### src/hw/clk_cfg_pkg.sv
// Package with register map, field positions and encodings of the clock synth config bank
package clk_cfg_pkg;
    // Register indices; byte address is four times the index
    localparam logic [3:0] IDX_OUTPUT_FOUR = 4'h4;
    localparam logic [3:0] IDX_INPUT_SELECT = 4'h5;
    localparam logic [3:0] IDX_VCO_PLL = 4'h6;
    localparam logic [3:0] IDX_LOOP_FILTER = 4'h7;
    // Reset values
    localparam logic [27:0] RST_OUTPUT_FOUR = 28'h0000001;
    localparam logic [27:0] RST_INPUT_SELECT = 28'h0000080;
    localparam logic [27:0] RST_VCO_PLL = 28'h0000000;
    localparam logic [27:0] RST_LOOP_FILTER = 28'h1400000;
    // Output four word
    localparam int O4_SYNC_DELAY = 1;
    localparam int O4_SRC_LO = 4;
    localparam int O4_PHASE_LO = 6;
    localparam int O4_DIV_LO = 13;
    localparam int O4_DIV_EN = 20;
    localparam int O4_HI_SWING = 21;
    localparam int O4_POS_MODE = 22;
    localparam int O4_NEG_MODE = 24;
    localparam int O4_BUF_TYPE = 26;
    // Input select word
    localparam int IS_FORMAT = 0;
    localparam int IS_SRC = 2;
    localparam int IS_INTERNAL = 5;
    localparam int IS_COUPLING = 6;
    localparam int IS_HYST = 7;
    localparam int IS_FIRST_TERM = 8;
    localparam int IS_FIRST_BIAS = 9;
    localparam int IS_SECOND_BIAS = 10;
    localparam int IS_INPUT_ON_A = 11;
    localparam int IS_IN_DIV = 14;
    localparam int IS_LOCK_WIN = 22;
    localparam int IS_LOCK_CNT = 26;
    localparam int IS_LOCK_TYPE = 27;
    // VCO and PLL word
    localparam int VP_OSC_RANGE = 0;
    localparam int VP_PRESC = 1;
    localparam int VP_FB_DIV = 3;
    localparam int VP_SECOND_TERM = 12;
    localparam int VP_BYP_DIV = 13;
    localparam int VP_PUMP_I = 16;
    localparam int VP_SYNC_ALIGN = 20;
    localparam int VP_PUMP_WIDTH = 21;
    localparam int VP_CAL_TRIG = 22;
    localparam int VP_SIDE_ON = 24;
    localparam int VP_SIDE_SRC = 25;
    localparam int VP_EXT_FILTER = 26;
    localparam int VP_CAL_MANUAL = 27;
    // Loop filter word
    localparam int LF_SETTING = 0;
    localparam int LF_DELAY_TWO = 23;
    localparam int LF_DELAY_ONE = 25;
    localparam int LF_NVM_LOCK = 26;
    // Encodings
    localparam logic [1:0] SRC_FIRST = 2'h0;
    localparam logic [1:0] SRC_SECOND = 2'h1;
    localparam logic [1:0] SRC_SMART = 2'h2;
    localparam logic [1:0] SRC_CORE = 2'h3;
    localparam logic [1:0] PIN_TRUE = 2'h0;
    localparam logic [1:0] PIN_HIZ = 2'h1;
    localparam logic [1:0] PIN_INV = 2'h2;
    localparam logic [1:0] PIN_LOW = 2'h3;
    localparam logic [5:0] BUF_PECL = 6'h20;
    localparam logic [5:0] BUF_LVDS = 6'h3A;
    localparam logic [5:0] BUF_OFF = 6'h1A;
    localparam logic [1:0] FMT_CMOS = 2'h0;
    localparam logic [1:0] FMT_PECL = 2'h2;
    localparam logic [1:0] FMT_LVDS = 2'h3;
    localparam logic [2:0] SEL_FIRST = 3'h1;
    localparam logic [2:0] SEL_SECOND = 3'h2;
    localparam logic [2:0] SEL_CRYSTAL = 3'h4;
    localparam logic [2:0] SEL_AUTO2 = 3'h3;
    localparam logic [2:0] SEL_AUTO3 = 3'h7;
    localparam logic [6:0] LOCK_RUN = 7'h40;
endpackage

### src/hw/clock_synth_config_regs.sv
// APB register bank holding the clock synth configuration words and their decoding
//
// The APB register port was left to the implementer.
`timescale 1ns/10ps
module clock_synth_config_regs (
    // APB
    input wire logic pclk,
    input wire logic presetn,
    input wire logic psel,
    input wire logic penable,
    input wire logic pwrite,
    input wire logic [11:0] paddr,
    input wire logic [31:0] pwdata,
    input wire logic [3:0] pstrb,
    output logic [31:0] prdata,
    output logic pready,
    output logic pslverr,
    // Pins from outside
    input wire logic ref_select_pin,
    input wire logic nvm_lock_status,
    input wire logic first_ref_ok,
    input wire logic second_ref_ok,
    input wire logic crystal_ok,
    input wire logic pfd_tick,
    input wire logic lock_seen,
    // Channel four
    output logic [1:0] chan4_source,
    output logic [6:0] chan4_coarse_phase,
    output logic [6:0] chan4_divide_ratio,
    output logic chan4_divider_enable,
    output logic chan4_high_swing,
    output logic chan4_buf_pecl,
    output logic chan4_buf_lvds,
    output logic chan4_buf_single,
    output logic chan4_buf_off,
    output logic chan4_pos_drive,
    output logic chan4_pos_invert,
    output logic chan4_pos_force_low,
    output logic chan4_neg_drive,
    output logic chan4_neg_invert,
    output logic chan4_neg_force_low,
    // Input buffers
    output logic in_fmt_cmos,
    output logic in_fmt_pecl,
    output logic in_fmt_lvds,
    output logic in_dc_coupled,
    output logic hysteresis_on,
    output logic first_term_on,
    output logic second_term_on,
    output logic first_neg_bias_on,
    output logic second_neg_bias_on,
    output logic input_input_on_a_on,
    // Reference selection
    output logic [1:0] ref_selected,
    output logic ref_auto,
    // PLL
    output logic [7:0] input_divider,
    output logic [3:0] lock_window,
    output logic pll_locked,
    output logic lock_use_analog,
    output logic osc_high_range,
    output logic [1:0] prescaler_setting,
    output logic [7:0] feedback_divider,
    output logic [2:0] bypass_divider,
    output logic [3:0] pump_current_sel,
    output logic pump_pulse_width,
    output logic cal_start,
    output logic sync_delay_mode,
    output logic sync_to_reference,
    output logic side_output_on,
    output logic side_from_div3,
    output logic external_filter_sel,
    output logic [20:0] loop_filter_setting,
    output logic mux_delay_one_long,
    output logic mux_delay_two_long
);
    localparam int N_WORDS = 4;
    logic [27:0] word_reg [N_WORDS];
    logic [1:0] ref_pin_sync_reg;
    logic [2:0] avail_sync1_reg;
    logic [2:0] avail_sync2_reg;
    logic [1:0] nvm_sync_reg;
    logic cal_prev_reg;
    logic cal_start_reg;
    logic [31:0] prdata_reg;
    logic [31:0] prdata_next;

    // Address decode: word index times four is the byte address
    wire logic addr_aligned = (paddr[1:0] == 2'h0) && (paddr[11:6] == 6'h00);
    wire logic [3:0] addr_idx = paddr[5:2];
    wire logic hit_o4 = addr_aligned && (addr_idx == clk_cfg_pkg::IDX_OUTPUT_FOUR);
    wire logic hit_is = addr_aligned && (addr_idx == clk_cfg_pkg::IDX_INPUT_SELECT);
    wire logic hit_vp = addr_aligned && (addr_idx == clk_cfg_pkg::IDX_VCO_PLL);
    wire logic hit_lf = addr_aligned && (addr_idx == clk_cfg_pkg::IDX_LOOP_FILTER);
    wire logic hit_any = hit_o4 || hit_is || hit_vp || hit_lf;
    wire logic [1:0] word_sel = 2'(addr_idx - clk_cfg_pkg::IDX_OUTPUT_FOUR);
    wire logic access = psel && penable;
    wire logic wr_ok = access && pwrite && hit_any;
    wire logic [27:0] strb_mask = {{4{pstrb[3]}}, {8{pstrb[2]}}, {8{pstrb[1]}}, {8{pstrb[0]}}};

    wire logic [27:0] o4 = word_reg[0];
    wire logic [27:0] is_w = word_reg[1];
    wire logic [27:0] vp = word_reg[2];
    wire logic [27:0] lf = word_reg[3];
    wire logic nvm_locked_flag = nvm_sync_reg[1];

    // Zero-wait slave; unmapped or misaligned addresses answer with an error
    assign pready = 1'b1;
    assign pslverr = access && !hit_any;

    genvar gi;
    generate
        for (gi = 0; gi < N_WORDS; gi++) begin : g_word
            logic [27:0] merged;
            assign merged = (word_reg[gi] & ~strb_mask) | (pwdata[27:0] & strb_mask);
            always_ff @(posedge pclk or negedge presetn) begin
                if (!presetn) begin
                    word_reg[gi] <= (gi == 0) ? clk_cfg_pkg::RST_OUTPUT_FOUR :
                                    (gi == 1) ? clk_cfg_pkg::RST_INPUT_SELECT :
                                    (gi == 2) ? clk_cfg_pkg::RST_VCO_PLL :
                                    clk_cfg_pkg::RST_LOOP_FILTER;
                end else if (wr_ok && word_sel == 2'(gi)) begin
                    word_reg[gi] <= merged;
                end
            end
        end
    endgenerate

    // Lock flag substituted on read; stored copy of that bit is never seen
    always_comb begin
        prdata_next = 32'h0000_0000;
        if (hit_any) begin
            prdata_next[27:0] = word_reg[word_sel];
        end
        if (hit_lf) begin
            prdata_next[clk_cfg_pkg::LF_NVM_LOCK] = nvm_locked_flag;
        end
    end

    always_ff @(posedge pclk or negedge presetn) begin
        if (!presetn) begin
            prdata_reg <= 32'h0000_0000;
        end else if (psel && !penable && !pwrite) begin
            prdata_reg <= prdata_next;
        end
    end
    assign prdata = prdata_reg;

    // Pin synchronisers
    always_ff @(posedge pclk or negedge presetn) begin
        if (!presetn) begin
            ref_pin_sync_reg <= 2'h0;
            avail_sync1_reg <= 3'h0;
            avail_sync2_reg <= 3'h0;
            nvm_sync_reg <= 2'h0;
        end else begin
            ref_pin_sync_reg <= {ref_pin_sync_reg[0], ref_select_pin};
            avail_sync1_reg <= {crystal_ok, second_ref_ok, first_ref_ok};
            avail_sync2_reg <= avail_sync1_reg;
            nvm_sync_reg <= {nvm_sync_reg[0], nvm_lock_status};
        end
    end

    // Channel four
    assign chan4_source = {o4[clk_cfg_pkg::O4_SRC_LO], o4[clk_cfg_pkg::O4_SRC_LO + 1]};
    assign chan4_coarse_phase = o4[clk_cfg_pkg::O4_PHASE_LO +: 7];
    assign chan4_divide_ratio = o4[clk_cfg_pkg::O4_DIV_LO +: 7];
    assign chan4_divider_enable = o4[clk_cfg_pkg::O4_DIV_EN];
    assign sync_delay_mode = o4[clk_cfg_pkg::O4_SYNC_DELAY];
    wire logic [5:0] buf_code = o4[clk_cfg_pkg::O4_POS_MODE +: 6];
    wire logic [1:0] buf_hi = o4[clk_cfg_pkg::O4_BUF_TYPE +: 2];
    wire logic [1:0] pos_mode = o4[clk_cfg_pkg::O4_POS_MODE +: 2];
    wire logic [1:0] neg_mode = o4[clk_cfg_pkg::O4_NEG_MODE +: 2];
    assign chan4_buf_pecl = (buf_code == clk_cfg_pkg::BUF_PECL);
    assign chan4_buf_lvds = (buf_code == clk_cfg_pkg::BUF_LVDS);
    assign chan4_buf_off = (buf_code == clk_cfg_pkg::BUF_OFF);
    assign chan4_buf_single = (buf_hi == 2'h0);
    // High swing only meaningful with PECL; gated by chan4_buf_pecl so it reads clear otherwise
    assign chan4_high_swing = o4[clk_cfg_pkg::O4_HI_SWING] && chan4_buf_pecl;
    // Pin mode pairs are written X then Y, X landing on the lower bit
    wire logic [1:0] pos_xy = {pos_mode[0], pos_mode[1]};
    wire logic [1:0] neg_xy = {neg_mode[0], neg_mode[1]};
    assign chan4_pos_drive = chan4_buf_single && (pos_xy != clk_cfg_pkg::PIN_HIZ);
    assign chan4_pos_invert = chan4_buf_single && (pos_xy == clk_cfg_pkg::PIN_INV);
    assign chan4_pos_force_low = chan4_buf_single && (pos_xy == clk_cfg_pkg::PIN_LOW);
    assign chan4_neg_drive = chan4_buf_single && (neg_xy != clk_cfg_pkg::PIN_HIZ);
    assign chan4_neg_invert = chan4_buf_single && (neg_xy == clk_cfg_pkg::PIN_INV);
    assign chan4_neg_force_low = chan4_buf_single && (neg_xy == clk_cfg_pkg::PIN_LOW);

    // Input buffers
    wire logic [1:0] fmt = is_w[clk_cfg_pkg::IS_FORMAT +: 2];
    assign in_fmt_cmos = (fmt == clk_cfg_pkg::FMT_CMOS);
    assign in_fmt_pecl = (fmt == clk_cfg_pkg::FMT_PECL);
    assign in_fmt_lvds = (fmt == clk_cfg_pkg::FMT_LVDS);
    assign in_dc_coupled = is_w[clk_cfg_pkg::IS_COUPLING];
    assign hysteresis_on = is_w[clk_cfg_pkg::IS_HYST];
    assign first_term_on = !is_w[clk_cfg_pkg::IS_FIRST_TERM];
    assign second_term_on = !vp[clk_cfg_pkg::VP_SECOND_TERM];
    assign first_neg_bias_on = !is_w[clk_cfg_pkg::IS_FIRST_BIAS];
    assign second_neg_bias_on = !is_w[clk_cfg_pkg::IS_SECOND_BIAS];
    assign input_input_on_a_on = is_w[clk_cfg_pkg::IS_INPUT_ON_A] && in_fmt_lvds
                               && in_dc_coupled;

    // Reference selection; bits 2,3,4 read as first, second, crystal
    wire logic [2:0] src_field = is_w[clk_cfg_pkg::IS_SRC +: 3];
    wire logic internal_sel = is_w[clk_cfg_pkg::IS_INTERNAL];
    wire logic [2:0] avail = avail_sync2_reg;
    logic [1:0] auto_pick;
    always_comb begin
        if (avail[0]) begin
            auto_pick = 2'h0;
        end else if (avail[1] || src_field != clk_cfg_pkg::SEL_AUTO3) begin
            auto_pick = 2'h1;
        end else begin
            auto_pick = 2'h2;
        end
    end
    wire logic is_auto = (src_field == clk_cfg_pkg::SEL_AUTO2)
                         || (src_field == clk_cfg_pkg::SEL_AUTO3);
    assign ref_auto = internal_sel && is_auto;
    assign ref_selected = !internal_sel ? {1'b0, ref_pin_sync_reg[1]} :
                          is_auto ? auto_pick :
                          (src_field == clk_cfg_pkg::SEL_CRYSTAL) ? 2'h2 :
                          (src_field == clk_cfg_pkg::SEL_SECOND) ? 2'h1 : 2'h0;

    // PLL
    assign input_divider = is_w[clk_cfg_pkg::IS_IN_DIV +: 8];
    assign lock_window = is_w[clk_cfg_pkg::IS_LOCK_WIN +: 4];
    assign lock_use_analog = is_w[clk_cfg_pkg::IS_LOCK_TYPE];
    assign osc_high_range = vp[clk_cfg_pkg::VP_OSC_RANGE];
    assign prescaler_setting = vp[clk_cfg_pkg::VP_PRESC +: 2];
    assign feedback_divider = vp[clk_cfg_pkg::VP_FB_DIV +: 8];
    assign bypass_divider = vp[clk_cfg_pkg::VP_BYP_DIV +: 3];
    assign pump_current_sel = vp[clk_cfg_pkg::VP_PUMP_I +: 4];
    assign pump_pulse_width = vp[clk_cfg_pkg::VP_PUMP_WIDTH];
    assign sync_to_reference = !vp[clk_cfg_pkg::VP_SYNC_ALIGN];
    assign side_output_on = vp[clk_cfg_pkg::VP_SIDE_ON];
    assign side_from_div3 = vp[clk_cfg_pkg::VP_SIDE_SRC];
    assign external_filter_sel = vp[clk_cfg_pkg::VP_EXT_FILTER];
    assign loop_filter_setting = lf[clk_cfg_pkg::LF_SETTING +: 21];
    assign mux_delay_one_long = lf[clk_cfg_pkg::LF_DELAY_ONE];
    assign mux_delay_two_long = lf[clk_cfg_pkg::LF_DELAY_TWO];

    lock_qualifier u_lock (
        .pclk(pclk),
        .presetn(presetn),
        .pfd_tick(pfd_tick),
        .lock_seen(lock_seen),
        .need_run(is_w[clk_cfg_pkg::IS_LOCK_CNT]),
        .locked(pll_locked)
    );

    // Calibration pulse on a stored 0->1 of the trigger bit in manual mode
    wire logic cal_now = vp[clk_cfg_pkg::VP_CAL_TRIG];
    always_ff @(posedge pclk or negedge presetn) begin
        if (!presetn) begin
            cal_prev_reg <= 1'b0;
            cal_start_reg <= 1'b0;
        end else begin
            cal_prev_reg <= cal_now;
            cal_start_reg <= cal_now && !cal_prev_reg && vp[clk_cfg_pkg::VP_CAL_MANUAL];
        end
    end
    assign cal_start = cal_start_reg;
endmodule // clock_synth_config_regs

### src/hw/lock_qualifier.sv
// Lock qualifier: one event or a run of consecutive phase-detector cycles
`timescale 1ns/10ps
module lock_qualifier (
    // Clock and reset
    input wire logic pclk,
    input wire logic presetn,
    // Lock detector
    input wire logic pfd_tick,
    input wire logic lock_seen,
    input wire logic need_run,
    // Result
    output logic locked
);
    logic [6:0] run_reg;
    logic [6:0] run_next;
    logic locked_reg;
    logic locked_next;
    wire logic run_full = (run_reg == clk_cfg_pkg::LOCK_RUN);

    assign run_next = !lock_seen ? 7'h00 : (pfd_tick && !run_full) ? run_reg + 7'h01 : run_reg;
    // Single event suffices unless a full run is needed
    assign locked_next = lock_seen && (need_run ? run_full : 1'b1);

    always_ff @(posedge pclk or negedge presetn) begin
        if (!presetn) begin
            run_reg <= 7'h00;
            locked_reg <= 1'b0;
        end else begin
            run_reg <= run_next;
            locked_reg <= locked_next;
        end
    end

    assign locked = locked_reg;
endmodule // lock_qualifier

### config.mk
export PLATFORM = sky130hd
export DESIGN_NAME = clock_synth_config_regs
export DESIGN_NICKNAME = d
export VERILOG_FILES = /design/src/hw/clk_cfg_pkg.sv /design/src/hw/clock_synth_config_regs.sv /design/src/hw/lock_qualifier.sv
export SDC_FILE = /design/constraint.sdc
export NUM_CORES = 1
export LEC_CHECK = 0
export ABC_CLOCK_PERIOD_IN_PS = 1520
export BUFFER_PORTS_ARGS = -buffer_cell sky130_fd_sc_hd__buf_4
export CAP_MARGIN = 15
export CORE_ASPECT_RATIO = 0.9
export CORE_MARGIN = 1.5
export CORE_UTILIZATION = 30
export CTS_CLUSTER_DIAMETER = 40
export DETAILED_ROUTE_END_ITERATION = 12
export GPL_ROUTABILITY_DRIVEN = 0
export PLACE_DENSITY = 0.51
export SYNTH_ARGS = -nofsm -noshare
export SYNTH_HDL_FRONTEND = slang
export SYNTH_SLANG_ARGS = --single-unit
### constraint.sdc
create_clock -name pclk -period 1.52 [get_ports pclk]
set_input_delay 0.076 -clock pclk [delete_from_list [all_inputs] [get_ports pclk]]
set_output_delay 0.076 -clock pclk [all_outputs]
set_load 0.1 [all_outputs]
Word level (Yosys, flattened, before mapping) --
Index checks and enable logic that the tools add are counted.
Cells by class: magnitude comparators 1, bitwise gates (word level) 11, add/sub/neg operators 2, reduce and logical (&&, ||, !) cells 49, eq/ne operators 25, muxes and demuxes 14
Operators by type and width (count):
- $and 28x28->28 | 5
- $or 28x28->28 | 4
- $mux 28 | 3
- $bmux 28 s2 | 1
- $logic_and 1x1->1 | 29
- $not 28->28 | 1
- $eq 2x2->1 const B | 8
- $eq 4x3->1 const B | 4
- $mux 7 | 2
- $eq 6x6->1 const B | 2
- $logic_not 1->1 | 10
- $mux 2 | 5
- $logic_not 2->1 | 4
- $add 7x1->7 const B | 1
- $eq 7x7->1 const B | 1
- $eq 3x2->1 const B | 2
- $eq 3x3->1 const B | 2
- $eq 6x5->1 const B | 1
- $logic_not 6->1 | 1
- $ne 2x1->1 const B | 3
- $logic_or 1x1->1 | 5
- $ge 3x3->1 const B | 1
- $mux 1 | 3
- $ne 3x3->1 const B | 1
- 3 further kinds | 3
Word-level totals: register bits after elaboration 158, word-level logic and storage cells 115, output and inout bits 137, input bits 60

Longest topological paths before layout --
depth after elaboration 8, mapped depth 6, mapped depth without buffers 5

Cells and area by module --
A second synthesis with hierarchy kept.
Unflattened totals: cell total of the unflattened synthesis 578, area total of the unflattened synthesis 7648.6 um^2
By module, submodules not included:
- clock_synth_config_regs | area an instance 7151.9 um^2, instances 1, sequential area each 3733.6 um^2, cells an instance 529
- lock_qualifier | area an instance 496.7 um^2, instances 1, sequential area each 200.2 um^2, cells an instance 49

Least setup slack after synthesis --
OpenSTA, ideal clock, no wires.
kind reg2out, start point register with a tool-made name, end point output port chan4_high_swing, cell stages (with the launch flop) 4, required time 1.444 ns, arrival 3.940 ns, buffers on the path 0, path slack -2.496 ns, cells stage by stage dfrtp_1 -> or4_1 -> nor3_1 -> and2_1
RTL lines:
- to (decl) | RTL line clock_synth_config_regs.sv:31 | output logic chan4_high_swing,

==> summary.txt <==
Yosys
  – Count of different cell masters after synthesis: 39
  – Average size of a mapped cell: 13.3 µm²
  – Top cell type's share of synthesized area: 0.506
  – Dominant combinational cell family by area after synthesis: multiplexers
  – Cell type contributing the most total cell area after synthesis: dfrtp_1
  – Register area share after synthesis: 0.520
  – Flip-flop and latch count after synthesis: between 150 and 200
  – Synth Area in Adders: 0.00331
  – Dominant cells by area after synthesis: dfrtp_1 51%, mux2_2 14%, mux4_2 8.3%
  – Syn Inst Count: 570
  – Synthesized-area fraction occupied by and/or/nand/nor cells: 0.116
  – Primary FF master, synth: dfrtp_1
  – Yosys warning total: 0
  – Share of cell area taken by muxes after synthesis: 0.257
  – Number of synthesized flops with an enable pin: 0
  – Share of synthesized flip-flops with an asynchronous set or reset: 1.00
  – Post-synthesis compound-gate area fraction: 0.00778
  – Post-Synthesis Cell Area: 0.00756 mm²
  – Share of the synthesized netlist area taken by xor and xnor gates: 0.00579

Drt
  – Detailed-route DRC error count: 0
  – Via density per instance: 4.60
  – Remaining antenna violation count after routing: 0
  – Total iterations of the first detailed-routing run: 4
  – Routed vias: 5155
  – Wire length after detailed routing: 20300 µm
  – Number of design-rule violations left by the first detailed-router iteration: 322
  – Routed wirelength normalized by instance count: around 18 µm

Placed design
  – Worst slack after detailed placement: -0.550 ns
  – PortBufs: 186
  – Number of cells in the design after placement: 1040
  – HPWL after DPL: 14600 µm

Outcome
  – Run status: complete, but fails checks
  – Failing checks: setup timing

STA
  – Clock skew after layout: 0.00836 ns
  – Clock period minus worst slack: 1.90 ns
  – Slew at the pin closest to its max-slew limit: slightly above 0.5 ns
  – Final critical-path setup slack: -0.378 ns
  – Sum Neg Setup Slack: -2.13 ns
  – Hold Violations, Final: 0
  – Fmax achieved: between 500 and 600 MHz
  – Fin crit share: 1.25
  – Remaining max-slew budget at the tightest pin: 0.659
  – Number of setup violations in the final report: 34
  – RSZ-0062 raised after global routing: yes
  – Final-report max-slew violation count: 0
  – Smallest hold slack: approximately 0.083 ns

Power and ir drop
  – Standby leakage power: 5.27 nW
  – P per Cell Area: 842 mW/mm²
  – Worst VDD drop: 0.000600 V

Setup path
  – Kind of critical path: flip-flop to output port
  – Arr. time, crit path: between 1.5 and 2 ns
  – Required arrival time at the worst endpoint: roughly 1.4 ns
  – Dominant delay contributor by cell family on the critical path: simple AND/OR/NAND/NOR gates
  – Crit path capture type: output port
  – Nature of the critical path startpoint: flip-flop
  – Largest fanout of any net on the critical path: 2
  – Setup slack of the worst register-to-register path: 0.10 ns
  – CP Cell Sequence: or4_4 -> nor3_4 -> and2_4 -> buf_12
  – Slowest cell on the critical path: or4_4
  – Delay of the slowest critical-path stage: 0.53 ns
  – Worst path bufs/invs: 1

CTS
  – TritonCTS clock tree: done
  – Clock latency of the later-clocked register in the worst-skew pair: 0.42 ns
  – Total clock buffers created by CTS: 17
  – Number of buffers on the longest clock path: 2
  – Worst-path clk slew: 0.07 ns
  – H-Tree Depth: 4
  – Cell at the root of the clock tree: clkbuf_16
  – CTS Sinks: 157

GRT
  – First-pass GRT wire length: 31900 µm
  – Initial antenna violation count: 0
  – Overall global routing resource usage: 0.161
  – Overall overflow remaining after global route: 0
  – Maximum number of pins on one net before global-route repair: 44
  – Number of global-route vias before repair: 5576

Floorplanning
  – Starting density of the core: 0.308
  – Height of the chip: about 150 µm
  – Floorplan core area: about 0.025 mm²
  – Die area: approximately 0.026 mm²
  – I/O pin count: between 150 and 200
  – Die width: 170 µm
  – Num rows: 54

Cells and area
  – Core occupancy in the finished layout: 0.432
  – Fraction of final layout cells with drive strength greater than 1: 0.599
  – Net count of the finished layout: 833
  – Antenna Diode Count: 0
  – Number of non-filler instances in the completed layout: 1120
  – Layout area overhead: 40.1%

Job
  – Max Cap Violations: 0

Worst hold path
  – Worst hold path type: input pin to flip-flop
  – Beginning of the worst hold path: pstrb[3]
## through the flow
stage	instance area (µm²)	total power, mW
floorplan	7760	4.53
global placement	9320	4.87
detailed placement	9320	4.88
CTS	10500	9.07
global route	10600	9.32
finish	10600	8.92
## layout by cell type, fill, tap and decap left out, types with 5 or more instances in the layout
master and instances:
buf_4 202, dfrtp_1 136, mux2_2 91, nand2_1 62
dlygate4sd3_1 35, nand3_1 33, mux4_2 28, buf_12 22
mux2_4 20, dfrtp_2 17, clkbuf_16 17, nand3_4 13
inv_1 11, inv_6 7, buf_6 7, and2_1 6
xnor2_1 5, conb_1 5
## metal layers
metal / up-vias / track usage / share of wire
met5: - / 0 / 0
met1: 2639 / 0.216 / 0.46
met4: 0 / 0.0400 / 0.011
met2: 156 / 0.258 / 0.48
met3: 17 / 0.0417 / 0.052
li1: 2343 / - / -
## worst min-delay path: cells and delay by family
family / cells / cell delay (ns)
buffers and inverters: 1 / 0.14
muxes: 1 / 0.15
and+or+nand+nor: 1 / 0.09
## cell families after synthesis
logic type / count (synthesis)
flip-flops: 157
AO/OA/AOI/OAI: 8
XOR/XNOR: 5
AND/OR/NAND/NOR: 156
multiplexers: 139
buffers and inverters: 101
other: 2
adder cells (fa/ha/maj): 2
## final timing paths
check                                            to  depth (start not counted)
min in group asynchronous                 async pin                          2
worst max register to register           prdata[25]                          5
worst min register to register  ref_pin_sync_reg[1]                          0
worst max-delay path               chan4_high_swing                          4
max in group asynchronous                 async pin                          3
worst min-delay path                      flip-flop                          3
## power by group
part	internal (mW)	total, mW	switching [mW]
clock	2.20	4.05	1.85
combinational	0.272	0.664	0.392
sequential	4.20	4.21	0.0109
## Yosys cell counts (4+ instances only)
cell	count
and2_1	8
and3_1	7
buf_1	5
buf_4	71
clkbuf_1	8
dfrtp_1	153
dfstp_2	4
inv_1	11
mux2_2	95
mux2_4	16
mux4_2	28
nand2_1	63
nand3_1	34
nand3_2	5
nand3_4	7
nor2_1	9
nor2b_1	6
xnor2_1	5
## final cells by class
type                       instances  area [µm²]
sequential                       157        3960
inverter                          12        45.0
tap                              336         420
clock buffer                      18         439
fill                            2294       13900
multi-input combinational        315        3190
timing repair buffer             268        2420
clock inverter                    14         123
## timing repair
action / CTS / global route
hold buffers: 35 / 0
pin swaps: 7 / 5
buffers inserted: 12 / 1
cloned: 0 / 0
resized for setup: 58 / 10
hold endpoints to repair: 276 / 0
setup endpoints to repair: 73 / 72
No activity file was read; power rests on OpenSTA's default activity.
